**src/sdbc_pkg.sv**
```systemverilog
// Purpose: shared constants and types for the block count/size unit
// Assumes: 32-bit Avalon-MM register bus, word addressed by byte offset
// Notes:   offsets are local to this unit
package sdbc_pkg;
  localparam logic [3:0]  SDBC_OFF_BLKCON   = 4'h0;
  localparam logic [3:0]  SDBC_OFF_MODE     = 4'h4;
  localparam logic [3:0]  SDBC_OFF_STATUS   = 4'h8;
  localparam int          SDBC_CNT_LSB      = 16;
  localparam int          SDBC_SIZE_MSB     = 9;
  localparam int          SDBC_MODE_BLOCK_COUNT_ENABLE    = 1;
  localparam logic [15:0] SDBC_CNT_RST      = 16'h0000;
  localparam logic [9:0]  SDBC_SIZE_RST     = 10'h000;
  localparam logic [31:0] SDBC_BAD_READ     = 32'hDEAD_BEEF;
  localparam logic [31:0] SDBC_UNMAPPED     = 32'h0000_0000;

  typedef enum logic [1:0] {
    SDBC_IDLE   = 2'b00,
    SDBC_XFER   = 2'b01,
    SDBC_FINISH = 2'b10
  } sdbc_state_t;
endpackage

```
**src/sdbc_xfer_if.sv**
```systemverilog
// Purpose: link between register file and block down-counter
// Assumes: single clock domain
// Notes:   none
`timescale 1ns/100ps
interface sdbc_xfer_if;
  logic        start;
  logic        multi;
  logic        countEnable;
  logic [15:0] loadCount;
  logic        blockDone;
  logic        busy;
  logic        finished;
  logic [15:0] remaining;
  modport ctrl (output start, multi, countEnable, loadCount, blockDone,
                input busy, finished, remaining);
  modport cnt  (input start, multi, countEnable, loadCount, blockDone,
                output busy, finished, remaining);
endinterface

```
**src/sdbc_counter.sv**
```systemverilog
// Purpose: per-transfer block down-counter
// Assumes: blockDone pulses once per completed block
// Notes:   single-block or count-disabled transfers end after one block
`timescale 1ns/100ps
module sdbc_counter
  import sdbc_pkg::*;
(
  // clock and reset
  input wire logic ref_clk,
  input wire logic reset_n,
  // control link
  sdbc_xfer_if.cnt  xf
);
  typedef struct packed {
    sdbc_state_t state;
    logic [15:0] count;
    logic        useCount;
    logic        finished;
  } sdbc_cnt_t;

  sdbc_cnt_t cur;
  sdbc_cnt_t next_cur;

  always_comb begin
    next_cur          = cur;
    next_cur.finished = 1'b0;
    unique case (cur.state)
      SDBC_IDLE: begin
        if (xf.start) begin
          next_cur.count    = xf.loadCount;
          // count only when enabled and multi
          next_cur.useCount = xf.countEnable & xf.multi;
          next_cur.state    = SDBC_XFER;
          if (xf.countEnable && xf.multi && xf.loadCount == 16'h0000) begin
            next_cur.state = SDBC_FINISH;
          end
        end
      end
      SDBC_XFER: begin
        if (xf.blockDone) begin
          // decrement per block, halt at zero
          if (!cur.useCount || cur.count == 16'h0001) begin
            next_cur.count = cur.useCount ? 16'h0000 : cur.count;
            next_cur.state = SDBC_FINISH;
          end else begin
            next_cur.count = cur.count - 16'h0001;
          end
        end
      end
      SDBC_FINISH: begin
        next_cur.finished = 1'b1;
        next_cur.state    = SDBC_IDLE;
      end
      default: next_cur.state = SDBC_IDLE;
    endcase
  end

  always_ff @(posedge ref_clk or negedge reset_n) begin
    if (!reset_n) begin
      cur <= '{SDBC_IDLE, 16'h0000, 1'b0, 1'b0};
    end else begin
      cur <= next_cur;
    end
  end

  assign xf.busy      = (cur.state != SDBC_IDLE);
  assign xf.finished  = cur.finished;
  assign xf.remaining = cur.count;

  chk_stop_at_zero: assert property (@(posedge ref_clk) disable iff (!reset_n)
    (cur.state == SDBC_XFER && cur.useCount && cur.count == 16'h0001 && xf.blockDone)
    |=> ##1 cur.finished) else $error("no finish after last block");
  chk_load_count: assert property (@(posedge ref_clk) disable iff (!reset_n)
    (cur.state == SDBC_IDLE && xf.start) |=> cur.count == $past(xf.loadCount))
    else $error("counter not loaded at start");
  chk_count_ignored: assert property (@(posedge ref_clk) disable iff (!reset_n)
    (cur.state == SDBC_XFER && !cur.useCount && xf.blockDone) |=> cur.state == SDBC_FINISH)
    else $error("uncounted transfer ran past one block");
endmodule

```
**src/sdbc_block_ctrl.sv**
```systemverilog
// Purpose: block count and block size control for an SD host controller
// Assumes: Avalon-MM slave, one word per register, start/blockDone from data path
// Notes:   block-control reads during a transfer return a fixed junk pattern
`timescale 1ns/100ps

// What this block does
// - count decrements per finished block; transfer halts at zero
// - count used only with count-enable set and multi-block transfers
// - block size sits in bits 9:0
// - block size is a direct byte count; zero means no data
// - block size governs data phase of block read, write, extended commands
// - during a transfer block-control reads return the fixed junk pattern and block-control writes are dropped
module sdbc_block_ctrl
  import sdbc_pkg::*;
(
  // clock and reset
  input  wire logic        ref_clk,
  input  wire logic        reset_n,
  // avalon-mm slave
  input  wire logic [3:0]  avs_address,
  input  wire logic        avs_read,
  input  wire logic        avs_write,
  input  wire logic [31:0] avs_writedata,
  input  wire logic [3:0]  avs_byteenable,
  output logic [31:0]      avs_readdata,
  output logic             avs_waitrequest,
  // data path
  input  wire logic        xferStart,
  input  wire logic        xferMulti,
  input  wire logic        blockDone,
  output logic [9:0]       blockBytes,
  output logic             blockCountEnable,
  output logic             xferBusy,
  output logic             xferDone,
  output logic             noData
);
  sdbc_xfer_if xf ();

  typedef struct packed {
    logic [15:0] blocksRemaining;
    logic [9:0]  blockBytes;
    logic [31:0] hostModeControl;
    logic [31:0] readData;
    logic        waitReq;
    logic        noData;
    logic        busy;
    logic        done;
  } sdbc_regs_t;

  sdbc_regs_t cur;
  sdbc_regs_t next_cur;

  function automatic logic [31:0] merge(input logic [31:0] old, input logic [31:0] nw,
                                       input logic [3:0] be);
    logic [31:0] res;
    res = old;
    for (int i = 0; i < 4; i++) begin
      if (be[i]) res[i*8 +: 8] = nw[i*8 +: 8];
    end
    return res;
  endfunction

  // address decode shared by the checkers of unmapped accesses
  function automatic logic isMapped(input logic [3:0] a);
    return (a == SDBC_OFF_BLKCON) || (a == SDBC_OFF_MODE) || (a == SDBC_OFF_STATUS);
  endfunction

  logic        access;
  logic [31:0] blkWord;
  logic [31:0] wrBlk;

  always_comb begin
    // taken only while waitrequest is up, so a held request lands once
    access  = (avs_read | avs_write) & cur.waitReq;
    blkWord = {cur.blocksRemaining, 6'h00, cur.blockBytes};
    wrBlk   = merge(blkWord, avs_writedata, avs_byteenable);
  end

  always_comb begin
    next_cur      = cur;
    next_cur.waitReq = ~access;
    next_cur.busy = xf.busy;
    next_cur.done = xf.finished;
    if (access && avs_write) begin
      unique case (avs_address)
        SDBC_OFF_BLKCON: begin
          if (!xf.busy) begin
            next_cur.blocksRemaining = wrBlk[31:SDBC_CNT_LSB];
            next_cur.blockBytes      = wrBlk[SDBC_SIZE_MSB:0];
          end
        end
        SDBC_OFF_MODE: next_cur.hostModeControl = merge(cur.hostModeControl,
                                                         avs_writedata, avs_byteenable);
        default: ;
      endcase
    end
    if (access && avs_read) begin
      unique case (avs_address)
        SDBC_OFF_BLKCON: next_cur.readData = xf.busy ? SDBC_BAD_READ : blkWord;
        SDBC_OFF_MODE:   next_cur.readData = cur.hostModeControl;
        SDBC_OFF_STATUS: next_cur.readData = {16'h0000, xf.remaining[15:1], 1'b0} |
                                             {31'h0, xf.busy};
        default:         next_cur.readData = SDBC_UNMAPPED;
      endcase
    end
    next_cur.noData = ~|next_cur.blockBytes;
  end

  always_ff @(posedge ref_clk or negedge reset_n) begin
    if (!reset_n) begin
      cur <= '{SDBC_CNT_RST, SDBC_SIZE_RST, 32'h0000_0000, 32'h0000_0000,
               1'b1, 1'b1, 1'b0, 1'b0};
    end else begin
      cur <= next_cur;
    end
  end

  assign xf.start       = xferStart;
  assign xf.multi       = xferMulti;
  assign xf.countEnable = cur.hostModeControl[SDBC_MODE_BLOCK_COUNT_ENABLE];
  assign xf.loadCount   = cur.blocksRemaining;
  assign xf.blockDone   = blockDone;

  sdbc_counter u_counter (
    .ref_clk (ref_clk),
    .reset_n (reset_n),
    .xf      (xf)
  );

  // waitrequest rests high, so every access costs two cycles but needs no decode
  assign avs_waitrequest  = cur.waitReq;
  assign avs_readdata     = cur.readData;
  // byte count drives the data phase directly
  assign blockBytes       = cur.blockBytes;
  assign noData           = cur.noData;
  assign blockCountEnable = cur.hostModeControl[SDBC_MODE_BLOCK_COUNT_ENABLE];
  assign xferBusy         = cur.busy;
  assign xferDone         = cur.done;

  chk_write_dropped: assert property (@(posedge ref_clk) disable iff (!reset_n)
    (access && avs_write && avs_address == SDBC_OFF_BLKCON && xf.busy)
    |=> $stable(cur.blockBytes) && $stable(cur.blocksRemaining))
    else $error("block control changed during transfer");

  chk_busy_read: assert property (@(posedge ref_clk) disable iff (!reset_n)
    (access && avs_read && avs_address == SDBC_OFF_BLKCON && xf.busy)
    |=> avs_readdata == SDBC_BAD_READ)
    else $error("busy read did not return the junk pattern");

  // fields move only by idle writes
  chk_fields_held: assert property (@(posedge ref_clk) disable iff (!reset_n)
    !(access && avs_write && avs_address == SDBC_OFF_BLKCON && !xf.busy)
    |=> $stable(cur.blockBytes) && $stable(cur.blocksRemaining))
    else $error("block control changed without a write");

  chk_write_taken: assert property (@(posedge ref_clk) disable iff (!reset_n)
    (access && avs_write && avs_address == SDBC_OFF_BLKCON && avs_byteenable == 4'hF
     && !xf.busy) |=> blockBytes == $past(avs_writedata[9:0]))
    else $error("block size write lost");

  chk_count_taken: assert property (@(posedge ref_clk) disable iff (!reset_n)
    (access && avs_write && avs_address == SDBC_OFF_BLKCON && avs_byteenable == 4'hF
     && !xf.busy) |=> cur.blocksRemaining == $past(avs_writedata[31:16]))
    else $error("block count write lost");

  chk_idle_read: assert property (@(posedge ref_clk) disable iff (!reset_n)
    (access && avs_read && avs_address == SDBC_OFF_BLKCON && !xf.busy)
    |=> avs_readdata[31:16] == cur.blocksRemaining && avs_readdata[15:10] == 6'h00
        && avs_readdata[9:0] == cur.blockBytes)
    else $error("idle read of block control wrong");

  chk_mode_taken: assert property (@(posedge ref_clk) disable iff (!reset_n)
    (access && avs_write && avs_address == SDBC_OFF_MODE && avs_byteenable == 4'hF)
    |=> blockCountEnable == $past(avs_writedata[SDBC_MODE_BLOCK_COUNT_ENABLE]))
    else $error("count enable write lost");

  chk_no_data: assert property (@(posedge ref_clk) disable iff (!reset_n)
    noData == (blockBytes == 10'h000)) else $error("no-data flag wrong");

  chk_done_pulse: assert property (@(posedge ref_clk) disable iff (!reset_n)
    xferDone |=> !xferDone)
    else $error("completion held for more than one cycle");

  chk_status_busy: assert property (@(posedge ref_clk) disable iff (!reset_n)
    (access && avs_read && avs_address == SDBC_OFF_STATUS)
    |=> avs_readdata[0] == $past(xf.busy) && avs_readdata[31:16] == 16'h0000)
    else $error("status read wrong");

  chk_ack_timing: assert property (@(posedge ref_clk) disable iff (!reset_n)
    (avs_read && avs_waitrequest) |=> !avs_waitrequest)
    else $error("read not answered in one cycle");

  chk_wait_single: assert property (@(posedge ref_clk) disable iff (!reset_n)
    !avs_waitrequest |=> avs_waitrequest)
    else $error("waitrequest low for two cycles");

  chk_unmapped_read: assert property (@(posedge ref_clk) disable iff (!reset_n)
    (access && avs_read && !isMapped(avs_address)) |=> avs_readdata == SDBC_UNMAPPED)
    else $error("unmapped read not zero");

  chk_unmapped_write: assert property (@(posedge ref_clk) disable iff (!reset_n)
    (access && avs_write && !isMapped(avs_address))
    |=> $stable(cur.hostModeControl) && $stable(cur.blockBytes))
    else $error("unmapped write changed a register");
endmodule

```
**config.mk**
```make
export PLATFORM = sky130hd
export DESIGN_NAME = sdbc_block_ctrl
export DESIGN_NICKNAME = d
export VERILOG_FILES = /design/src/sdbc_pkg.sv /design/src/sdbc_xfer_if.sv /design/src/sdbc_counter.sv /design/src/sdbc_block_ctrl.sv
export SDC_FILE = /design/constraint.sdc
export NUM_CORES = 1
export LEC_CHECK = 0
export BUFFER_PORTS_ARGS = -buffer_cell sky130_fd_sc_hd__clkbuf_2
export CAP_MARGIN = 20
export CORE_MARGIN = 2
export CORE_UTILIZATION = 30
export DETAILED_ROUTE_END_ITERATION = 10
export PLACE_DENSITY = 0.45
export SLEW_MARGIN = 20
export SYNTH_ARGS = -nofsm -noshare
export SYNTH_HDL_FRONTEND = slang
export SYNTH_SLANG_ARGS = --single-unit
```
**constraint.sdc**
```tcl
create_clock -name ref_clk -period 4.85 [get_ports ref_clk]
set_input_delay 0.485 -clock ref_clk [delete_from_list [all_inputs] [get_ports ref_clk]]
set_output_delay 0.485 -clock ref_clk [all_outputs]
set_load 0.01 [all_outputs]
```
# Word-level counts from Yosys, hierarchy flattened
# Cells that the tools add are included.
# Widths: inputs -> output; s select.
# word_totals
inputBits	47
word_cells	75
output_inout_bits	47
reg_bits	114
# op_classes
addsub	1
mux	21
n_reduce_logical	22
n_eq_ne	9
bitwise	6
# ops
operator	count
$pmux 32 s3	1
$mux 32	2
$mux 42	1
$mux 8	5
$mux 16	2
$pmux 16 s2	1
$mux 10	2
$mux 19	1
$mux 18	1
$eq 16x1->1 const B	1
$logic_not 16->1	1
$or 16x1->16	1
$sub 16x1->16 const B	1
$reduce_and 3->1	5
$reduce_and 4->1	3
$reduce_or 10->1	1
$mux 2	3
$eq 4x3->1 const B	1
$eq 4x4->1 const B	1
$logic_and 1x1->1	4
$logic_not 4->1	1
$ne 2x2->1 const B	2
$pmux 2 s2	1
$reduce_bool 2->1	2
other kinds (12)	15

# Logic depth before layout (Yosys ltp)
# Gate-level depths: netlist of the first run.
# depth
depth_word	6
depth_mapped	7

# By module
# A second synthesis of the first run with hierarchy kept.
# unflattened
hier_cells	535
area_unflattened_um2	5878.1
# modules_own_cells
mod	n_inst	cells_per_inst	area_each_um2
sdbc_block_ctrl	1	359	4362.9
sdbc_counter	1	176	1515.2

# Least setup slack after synthesis of the first run
# OpenSTA, ideal clock, no wires.
# synth_path
kind	register -> register
start	register u_counter.cur, in the netlist u_counter.xf.remaining[10]
end	register u_counter.cur, in the netlist u_counter.xf.remaining[8]
slack_ns	2.685
stages_incl_launch_ff	8
setup_time_ns	0.121
required_ns	4.729
path_buffers	2
arrival_ns	2.044
cell_sequence	dfrtp_1 buf_6 or4_4 or3_4 o21ai_4 buf_6 o21ai_1 a22o_1
# synth_between
elab_chain_cells	5
word_cells_on_any_way	7
# synth_rtl
element	line_no	text
start: declaration	sdbc_counter.sv:21	sdbc_cnt_t cur;
start signal: assignment	sdbc_counter.sv:60	cur <= '{SDBC_IDLE, 16'h0000, 1'b0, 1'b0};
start signal: assignment	sdbc_counter.sv:62	cur <= next_cur;
$eq 16x1->1 *	sdbc_counter.sv:42	if (!cur.useCount || cur.count == 16'h0001) begin
$logic_or 1x1->1 *	sdbc_counter.sv:42	
$mux 16	sdbc_counter.sv:42	
$mux 18	sdbc_counter.sv:40	if (xf.blockDone) begin
$pmux 16 s2	sdbc_counter.sv:27	unique case (cur.state)
# Mark *: on every way between the ends. The rest lies on a longest branch, timed or not. The select of a mux whose other input is x is not followed.
# A chain may end at the register's enable or synchronous reset.

==> results of run 1 <==
-- worst register-to-register path, delay by kind of cell (launching register included) --
kind | cells | cell delay (ps)
mux | 1 | 420
simple gates | 3 | 1510
flops | 1 | 430
-- where the power goes --
| group | switching (mW) | leakage [nW] | total (mW) | internal, mW |
|---|---|---|---|---|
| registers | 0.166 | 1.54 | 1.27 | 1.11 |
| logic | 0.419 | 1.14 | 0.698 | 0.279 |
| clock network | 0.414 | 0.289 | 1.23 | 0.815 |
| total | 0.999 | 2.97 | 3.20 | 2.20 |
-- final timing paths --
| check | start | endpoint | cells past startpoint |
|---|---|---|---|
| min | reset_n | blockBytes[5] | 1 |
| max in group asynchronous | reset_n | xf.loadCount[7] | 2 |
| min reg2reg | u_counter.xf.finished | xferDone | 0 |
| max | u_counter.cur[18] | blockBytes[2] | 4 |
| min in group ref_clk | avs_read | avs_waitrequest | 2 |
| max reg2reg | u_counter.cur[18] | blockBytes[2] | 4 |
-- metrics by stage --
stage                     area (sq um)  setup WS (ps)  util [%]  hold slack, ps
after floorplan                   5490           2680         -             189
after detailed placement          5890           2150      32.8             349
after global placement            5890           2190      32.8             344
after global routing              6480           2190      36.1             185
final                             6480           2380      36.1             114
after CTS                         6470           2320      36.0             225
-- Yosys cell counts, types with 2 or more instances --
cell type  number
dfrtp_1       112
mux2_2         58
nand2_1        52
buf_4          42
o21ai_0        41
a21oi_1        21
nor2_1         20
o21a_1         20
clkbuf_1       19
a221oi_1       13
a22oi_1        11
nor4_1         11
nor3_1         10
nand3_1         9
a22o_1          7
inv_1           7
o21ai_1         4
o41ai_1         4
and2_1          3
o31ai_1         3
a222oi_1        2
and3_1          2
buf_2           2
buf_6           2
dfstp_2         2
ha_1            2
nor2b_1         2
o211ai_1        2
o22ai_1         2
o2bb2ai_1       2
-- metal layers --
layer  GRT usage [%]  vias to the layer above
li1                -                     1927
met1            21.7                     2074
met2            25.7                      109
met3            4.89                       21
met4            5.64                        0
met5               0                        -
-- area by class of cell --
cell class	count	share of cell area, %
sequential	114	44.1
multi-input combinational	320	34.0
timing repair buffer	100	8.09
clock buffer	25	7.80
tap	229	4.42
clock inverter	5	1.16
inverter	7	0.406
-- cells by family (layout without fill, tap and decap cells) --
kind of cell | after synthesis | after routing
AOI/OAI and AO/OA | 143 | 143
adders and majority gates | 2 | 2
buffers and inverters | 72 | 137
DFF | 114 | 114
muxes | 58 | 58
and+or+nand+nor | 117 | 117
-- registers in the layout, indices dropped and copies added, names as in the netlist --
signal / count
blockBytes: 10
u_counter.xf.remaining: 16
avs_waitrequest: 1
cur: 31
xf.loadCount: 16
xferBusy: 1
u_counter.cur: 3
xferDone: 1
u_counter.xf.finished: 1
avs_readdata: 32
blockCountEnable: 1
noData: 1
==> run metrics, run 1 <==
outcome complete, no violations; Chip Width 139 microns; CP required 5150 ps; placed insts 770; Initial Util 30.6%; most common cell after layout, fill and taps aside dfrtp_1; Final Setup Violations 0; Tcrit/Tclk final 51.0%; Chip Height 139 microns; final hold vios 0; Post-Layout Cell Count 800; global-route wire length before repair 24.6 mm; Register Area 2860 sq um; Mapped Area 5490 sq um; Final HPWL DP 11.0 mm; vias in the first global route 4341; worst-path fanout max 9; Nets 609; synthesized instance count 506; CTS Sinks 114; hold crit path type in -> async; # DRC 0; Leak 2.97 nW; kind of critical path reg -> reg; row cnt 49; clock latency at the later pin of the worst-skew pair 420 ps; Crit-path slowest cell nor2_1; Setup Total Neg Slack 0 ps; most frequent CP cell nor2_1; crit end category flip-flop; Seq/Total Area, Yosys 52.0%; post-route ant nets 0; Post-synth EDFFs 0; H-tree levels 4; setup bufs post-CTS 0; RSZ-0062 raised after global routing no; FILL cells 1830; gr usage total 16.4%; Synth Flop Type dfrtp_1; DRT met1 WL 6.94 mm; Ant. Diodes 0; Compound-Gate Fraction of Synth Area 17.6%; clk buf depth 2; CTS tree built; clk root buf clkbuf_16; post-synthesis area per instance 10.9 sq um; Resize count post-CTS 0; layout cells sized above 1 34.2%; pwr dens 494 nW/um^2; Syn. warnings 0; io pins 94; GRT overflow 0; Max-Cap Viols 0; Met2 Wirelength 7.30 mm; Simple-Gate Fraction of Synth Area 9.94%; Synth area leader dfrtp_1; Vias/cell 5.16; Slew @ Worst Pin 790 ps; post-synthesis adder-cell area fraction 0.456%; max-slew violations 0; Synth Register Bits 114; GP Congestion 0.851; min Tclk post-route 2470 ps; Pwr Total 3.20 mW; Syn-to-layout area delta 18.0%; ys async rst share 100%; via count 4131; largest net degree at the start of global routing 80; FMAX 0.405 GHz; area occupied by multi-input gates 2200 sq um; WP data arrival 2770 ps; Port Buffers 93; net count after synthesis 555; largest family of logic cells by synthesized area compound AO/OA/AOI/OAI gates; CTS buffer count 17; startpoint types flip-flop; post-synth cell types 49; Slew headroom 47.1%; met3 WL 883 microns; CP Cell Sequence nor2_1, nand2_1, nor2_1, mux2_2; Worst Path Buf+Inv 0; skew final 9.21 ps; worst vdd rail ir drop 267 uV; Worst path top cell family by delay simple AND/OR/NAND/NOR gates; DR top layer met4; Pre-Repair DR Iteration Count 4; mux cell area share after synthesis 11.9%; largest cells by area after synthesis dfrtp_1 51%, mux2_2 12%, buf_4 5.7%; Avg WL per Cell 19.2 microns; CTS Hold Bufs 0; Synth top area share 51.0%; Total Wirelength 15.4 mm; die area 19400 sq um; most frequent cells in the layout 112 x dfrtp_1, 92 x clkbuf_2, 58 x mux2_2; Reg2Reg Setup Slack 2380 ps; CTS clock-pin slew for the worst setup and hold paths 50 ps; Slowest Stage Delay on Critical Path 690 ps; Synth Area in XOR/XNOR 0%; core footprint 18000 sq um; initial antenna violation count 1; 1st-iter DRT viols 229
Note: power is estimated with default switching activity, not from simulation.
==> run 2: changes to the inputs <==
Settings changed: PLACE_DENSITY 0.45 to 0.47.
Clock period 4.85 ns to 2.23 ns, I/O delays scaled along.
==> run 2 against run 1 <==
Total power rose by 130%. Routed wire length rose by 2.0%. Global-route usage rose by 0.44 points. Largest cell class unchanged. Utilization rose by 1.8 points. Count of clock-buffer cells in the layout fell by 5. Die area did not move.
==> run metrics, run 2 (same netlist as run 1, synthesis figures left out) <==
outcome complete, no violations; Leak 3.16 nW (+6.4%); RSZ-0062 raised after global routing no; CP required 2530 ps (-2620 ps); H-tree levels 4 (unchanged); max-slew violations 0 (unchanged); fin worst setup slack 102 ps (-2280 ps); min Tclk post-route 2130 ps (-344 ps); worst vdd rail ir drop 606 uV (+130%); Nets 640 (+5.1%); Slew headroom 65.1% (+18 points); Max-Cap Viols 0 (unchanged); Final HPWL DP 11.5 mm (+4.5%); clk root buf clkbuf_16; logic gate share of total power 24.1% (+2.3 points); Layout Utilization 37.8% (+1.8 points); critical path depth 6 (+2); Tcrit/Tclk final 95.4% (+44 points); Chip Height 139 microns (unchanged); WP data arrival 2430 ps (-340 ps); clock latency at the later pin of the worst-skew pair 420 ps (about the same); pwr dens 1080 nW/um^2 (+120%); die area 19400 sq um (unchanged); global-route wire length before repair 25.2 mm (+2.4%); CTS buffer count 17 (unchanged); placed insts 799 (+3.8%); via count 4197 (+1.6%); largest net degree at the start of global routing 43 (-46%); GRT overflow 0 (unchanged); Total Wirelength 15.7 mm (+2.0%); most common cell after layout, fill and taps aside dfrtp_1; Psw 2.29 mW (+130%); Slowest Stage Delay on Critical Path 540 ps (-150 ps); Reg power frac 37.1% (-2.7 points); kind of critical path reg -> reg; Vias/cell 5.04 (-2.4%); core footprint 18000 sq um (unchanged); CTS Sinks 114 (unchanged); Crit-path slowest cell or4_4; clk buf depth 2 (unchanged); P_int 5.05 mW (+130%); Avg WL per Cell 18.8 microns (-2.0%); Chip Width 139 microns (unchanged); Pre-Repair DR Iteration Count 4 (unchanged); Setup Total Neg Slack 0 ps (unchanged); row cnt 49 (unchanged); initial antenna violation count 0 (-1); Clock power frac 38.8% (+0.4 points); Place WS 74.7 ps (-2070 ps); Register-to-Register Path Depth 6 (+2); CTS clock-pin slew for the worst setup and hold paths 50 ps (about the same); Worst Path Buf+Inv 1 (+1); gr usage total 16.8% (+0.44 points); switching fraction of total power 31.2% (about the same); Final Setup Violations 0 (unchanged); most frequent cells in the layout 112 x dfrtp_1, 92 x clkbuf_2, 58 x mux2_2; 1st-iter DRT viols 233 (+1.7%); CTS tree built; Syn-to-layout area delta 23.8%; # DRC 0 (unchanged); layout cells sized above 1 37.6% (+3.4 points); worst hold stages 2; skew final 9.74 ps (+0.537 ps); max reg flops 32 (unchanged); Initial Util 30.6% (unchanged); worst-path fanout max 18 (+9); io pins 94 (unchanged); Worst path top cell family by delay simple AND/OR/NAND/NOR gates; startpoint types flip-flop; GP Congestion 0.852 (about the same); Slew @ Worst Pin 524 ps (-267 ps); post-route ant nets 0 (unchanged); Post-Layout Cell Count 833 (+4.1%); Ant. Diodes 0 (unchanged); FMAX 0.470 GHz (+16%); CP Cell Sequence or4_4, or3_4, o21ai_4, buf_12, nor3_1, a311o_1; crit end category flip-flop; Port Buffers 93 (unchanged); vias in the first global route 4446 (+2.4%); hold crit path type in -> reg; final hold vios 0 (unchanged)
run 2: cell count changes in the layout (fill, tap and decap cells not counted), moves of 2 or more:
cell	previous run	this run
buf_4	7	33
bufinv_16	2	4
buf_12	0	4
clkbuf_8	5	1
dlygate4sd3_1	0	2
clkinv_2	3	7
run 2: what timing repair did:
| action | 4_1_cts | 5_1_grt |
|---|---|---|
| buffers inserted | 0 | 0 |
| hold buffers | 2 | 0 |
| endpoints found under the hold margin | 34 | 0 |
| gates resized for setup | 0 | 2 |
| endpoints found under the setup margin | 0 | 2 |
run 2: final cells by class:
type / count / area, sq um
fillers: 1787 / 11200
flip-flops and latches: 114 / 2860
multi-input cells: 320 / 2210
repair buffers: 131 / 808
clock buffers: 20 / 447
well taps: 229 / 287
clock inverters: 12 / 163
inverters: 7 / 26.3
run 2: metal layers:
metal,track usage (%),up-vias,share of wire (%)
met2,25.6,101,46
met5,0,-,0
met1,23.5,2092,49
met4,5.05,0,1.1
met3,4.58,12,4.7
li1,-,1992,-
run 2: per-stage QoR:
step                instance area [sq um]  total power [mW]  hold WS (ps)
finish                               6800              7.34          44.2
detailed placement                   6160              4.51           244
global route                         6800              7.76          35.2
global placement                     6160              4.47           230
floorplan                            5490              3.81         -72.6
CTS                                  6790              7.39          27.5
run 2: power groups by stage:
stage	logic, mW	clock network (mW)	registers (mW)
after floorplan	1.15	0	2.66
after global placement	1.73	0	2.74
after detailed placement	1.76	0	2.75
after CTS	1.77	2.90	2.72
after global routing	1.98	3.01	2.77
final	1.77	2.85	2.73
run 2: final timing paths:
| check | startpoint | endpoint | slack [ps] |
|---|---|---|---|
| min in group asynchronous | reset_n | xferBusy | 320 |
| worst max register to register | u_counter.xf.remaining[10] | u_counter.xf.remaining[12] | 100 |
| max in group asynchronous | reset_n | noData | 1260 |
| worst min-delay path | avs_writedata[15] | cur[51] | 40 |
| worst max-delay path | u_counter.xf.remaining[10] | u_counter.xf.remaining[12] | 100 |
| worst min register to register | u_counter.xf.finished | xferDone | 360 |
==> run 3: changes to the inputs <==
Settings changed: ABC_AREA set to 1, CTS_CLUSTER_DIAMETER set to 60, HOLD_SLACK_MARGIN set to 0.15, PLACE_DENSITY 0.47 to 0.46.
==> run 3 against run 2 <==
Via count up 17%. Clock skew barely moved. Maximum frequency rose by 20%. Sequential power rose by 4%. Global-route usage about the same. Largest cell class unchanged. Highest routed layer unchanged.
==> run metrics, run 3 <==
grt met1 use 23.2% (-0.24 points); CP required 2500 ps (-30 ps); Avg WL per Cell 15.3 microns (-19%); max-slew violations 0 (unchanged); Worst path top cell family by delay simple AND/OR/NAND/NOR gates; fin worst setup slack 451 ps (+349 ps); Synth Flop Type dfrtp_1; clock latency at the later pin of the worst-skew pair 420 ps (about the same); row cnt 51 (+4.1%); Max-Cap Viols 0 (unchanged); io pins 94 (unchanged); Tcrit/Tclk final 79.8% (-16 points); Final Setup Violations 0 (unchanged); synthesized instance count 726 (+43%); crit end category flip-flop; post-synthesis area per instance 8.13 sq um (-25%); Syn-to-layout area delta 24.1%; vias in the first global route 4908 (+10%); Leak 3.75 nW (+19%); 1st-iter DRT viols 261 (+12%); CP Cell Sequence inv_2, nand2_4, nor2_4, nand2_1, nand2_1, o21ai_0; Port Buffers 93 (unchanged); most frequent cell after synthesis nand2_1; initial antenna violation count 0 (unchanged); pwr dens 1090 nW/um^2 (+0.51%); FMAX 0.562 GHz (+20%); Synth Register Bits 114 (unchanged); clk buf depth 2 (unchanged); worst vdd rail ir drop 626 uV (+3.2%); Total Wirelength 16.7 mm (+6.2%); Slowest Stage Delay on Critical Path 420 ps (-120 ps); GR Layer Usage met3 4.07% (-0.50 points); Place WS 470 ps (+395 ps); Chip Width 144 microns (+3.6%); CTS clock-pin slew for the worst setup and hold paths 60 ps (about the same); kind of critical path reg -> reg; via count 4924 (+17%); ys async rst share 100% (unchanged); H-tree levels 4 (unchanged); Worst Path Buf+Inv 1 (unchanged); die area 20800 sq um (+7.2%); most frequent cells after synthesis 180 x nand2_1, 112 x dfrtp_1, 77 x o21ai_0; GP Congestion 0.857 (+0.58%); Mapped Area 5900 sq um (+7.5%); post-synth cell types 37 (-24%); Synth top area share 47.5% (-3.5 points); GRT busiest layer met2; Nets 863 (+35%); core footprint 19400 sq um (+8.0%); most frequent CP cell nand2_1; GRT overflow 0 (unchanged); met2 GRT Util 25.8% (+0.12 points); Slew headroom 61.3% (-3.8 points); # DRC 0 (unchanged); clk root buf clkbuf_16; Synth area leader dfrtp_1; Vias/cell 4.51 (-11%); post-route ant nets 0 (unchanged); Slew @ Worst Pin 581 ps (+57.6 ps); skew final 9.26 ps (-0.481 ps); Crit-path slowest cell dfrtp_1; global-route wire length before repair 26.6 mm (+5.8%); Post-synth EDFFs 0 (unchanged); CTS Sinks 114 (unchanged); worst-path fanout max 17 (-1); largest net degree at the start of global routing 44 (+2.3%); Setup Total Neg Slack 0 ps (unchanged); Ant. Diodes 0 (unchanged); WP data arrival 2050 ps (-380 ps); RSZ-0062 raised after global routing no; max reg flops 32 (unchanged); Final HPWL DP 12.0 mm (+4.6%); CTS buffer count 17 (unchanged); setup bufs post-CTS 0 (unchanged); startpoint types flip-flop; Pre-Repair DR Iteration Count 4 (unchanged); final hold vios 0 (unchanged); most frequent cells in the layout 179 x nand2_1, 112 x dfrtp_1, 92 x clkbuf_2; largest cells by area after synthesis dfrtp_1 48%, nand2_1 11%, o21ai_0 6.5%; Initial Util 30.4% (-0.15 points); net count after synthesis 775 (+40%); CTS tree built; Chip Height 144 microns (+3.6%); Syn. warnings 0 (unchanged); gr usage total 16.8% (about the same); outcome complete, no violations; layout cells sized above 1 19.8% (-18 points); min Tclk post-route 1780 ps (-349 ps); Seq/Total Area, Yosys 48.4% (-3.6 points); hold crit path type in -> reg; most common cell after layout, fill and taps aside nand2_1
run 3: area by class of cell:
| cell class | instances | area (sq um) |
|---|---|---|
| clock buffers | 23 | 468 |
| clock inverters | 9 | 154 |
| well taps | 265 | 332 |
| fillers | 2075 | 12100 |
| inverters | 76 | 285 |
| flip-flops and latches | 114 | 2860 |
| repair buffers | 137 | 913 |
| multi-input cells | 468 | 2310 |
run 3: routing by layer:
layer | vias to the layer above | wire length, microns | part of all wire [%]
met4 | 0 | 414 | 2.5
met1 | 2330 | 8050 | 48
met2 | 111 | 7470 | 45
met5 | - | 0 | 0
li1 | 2460 | - | -
met3 | 23 | 716 | 4.3
run 3: through the flow:
stage	hold WS, ps	util [%]	total power [mW]	cells	instance area (sq um)
after detailed placement	213	32.7	5.02	1024	6340
after global routing	254	37.7	8.49	1092	7320
after floorplan	-72.6	-	4.40	726	5900
final	217	37.7	7.95	1092	7320
after global placement	210	32.7	5.02	1024	6340
after CTS	215	37.7	8.02	1092	7320
run 3: repair_timing:
| action | CTS | global route |
|---|---|---|
| resized for setup | 0 | 0 |
| hold buffers | 36 | 0 |
| hold endpoints to repair | 94 | 0 |
run 3: worst paths after layout:
path	to	slack (ps)	cells past startpoint	from
setup / recovery	xf.loadCount[10]	450	6	u_counter.cur[19]
max in group asynchronous	u_counter.xf.remaining[8]	1260	3	reset_n
hold reg to reg	xferDone	340	0	u_counter.xf.finished
setup reg to reg	xf.loadCount[10]	450	6	u_counter.cur[19]
hold / removal	blockBytes[8]	220	5	avs_byteenable[1]
min in group asynchronous	avs_readdata[28]	300	2	reset_n
run 3: kinds of logic (layout without fill, tap and decap cells):
family                     Yosys count  in the layout  share of synthesized area (%)
xor gates and xnor gates             4              4                          0.594
buffers and inverters              144            245                           12.4
muxes                                6              6                           1.40
and+or+nand+nor                    308            308                           22.0
DFF                                114            114                           48.4
AOI/OAI and AO/OA                  148            148                           14.7
adders and majority gates            2              2                          0.424
run 3: worst register-to-register path, cell delays in order (launching register included):
cell and delay [ps]:
dfrtp_1 420, inv_2 110, nand2_4 170, nor2_4 300, nand2_1 360, nand2_1 160
o21ai_0 110
run 3: report_power, final:
part	internal, mW	switching (mW)
clock network	1.93	0.988
logic	0.770	1.42
registers	2.52	0.320
total	5.22	2.73
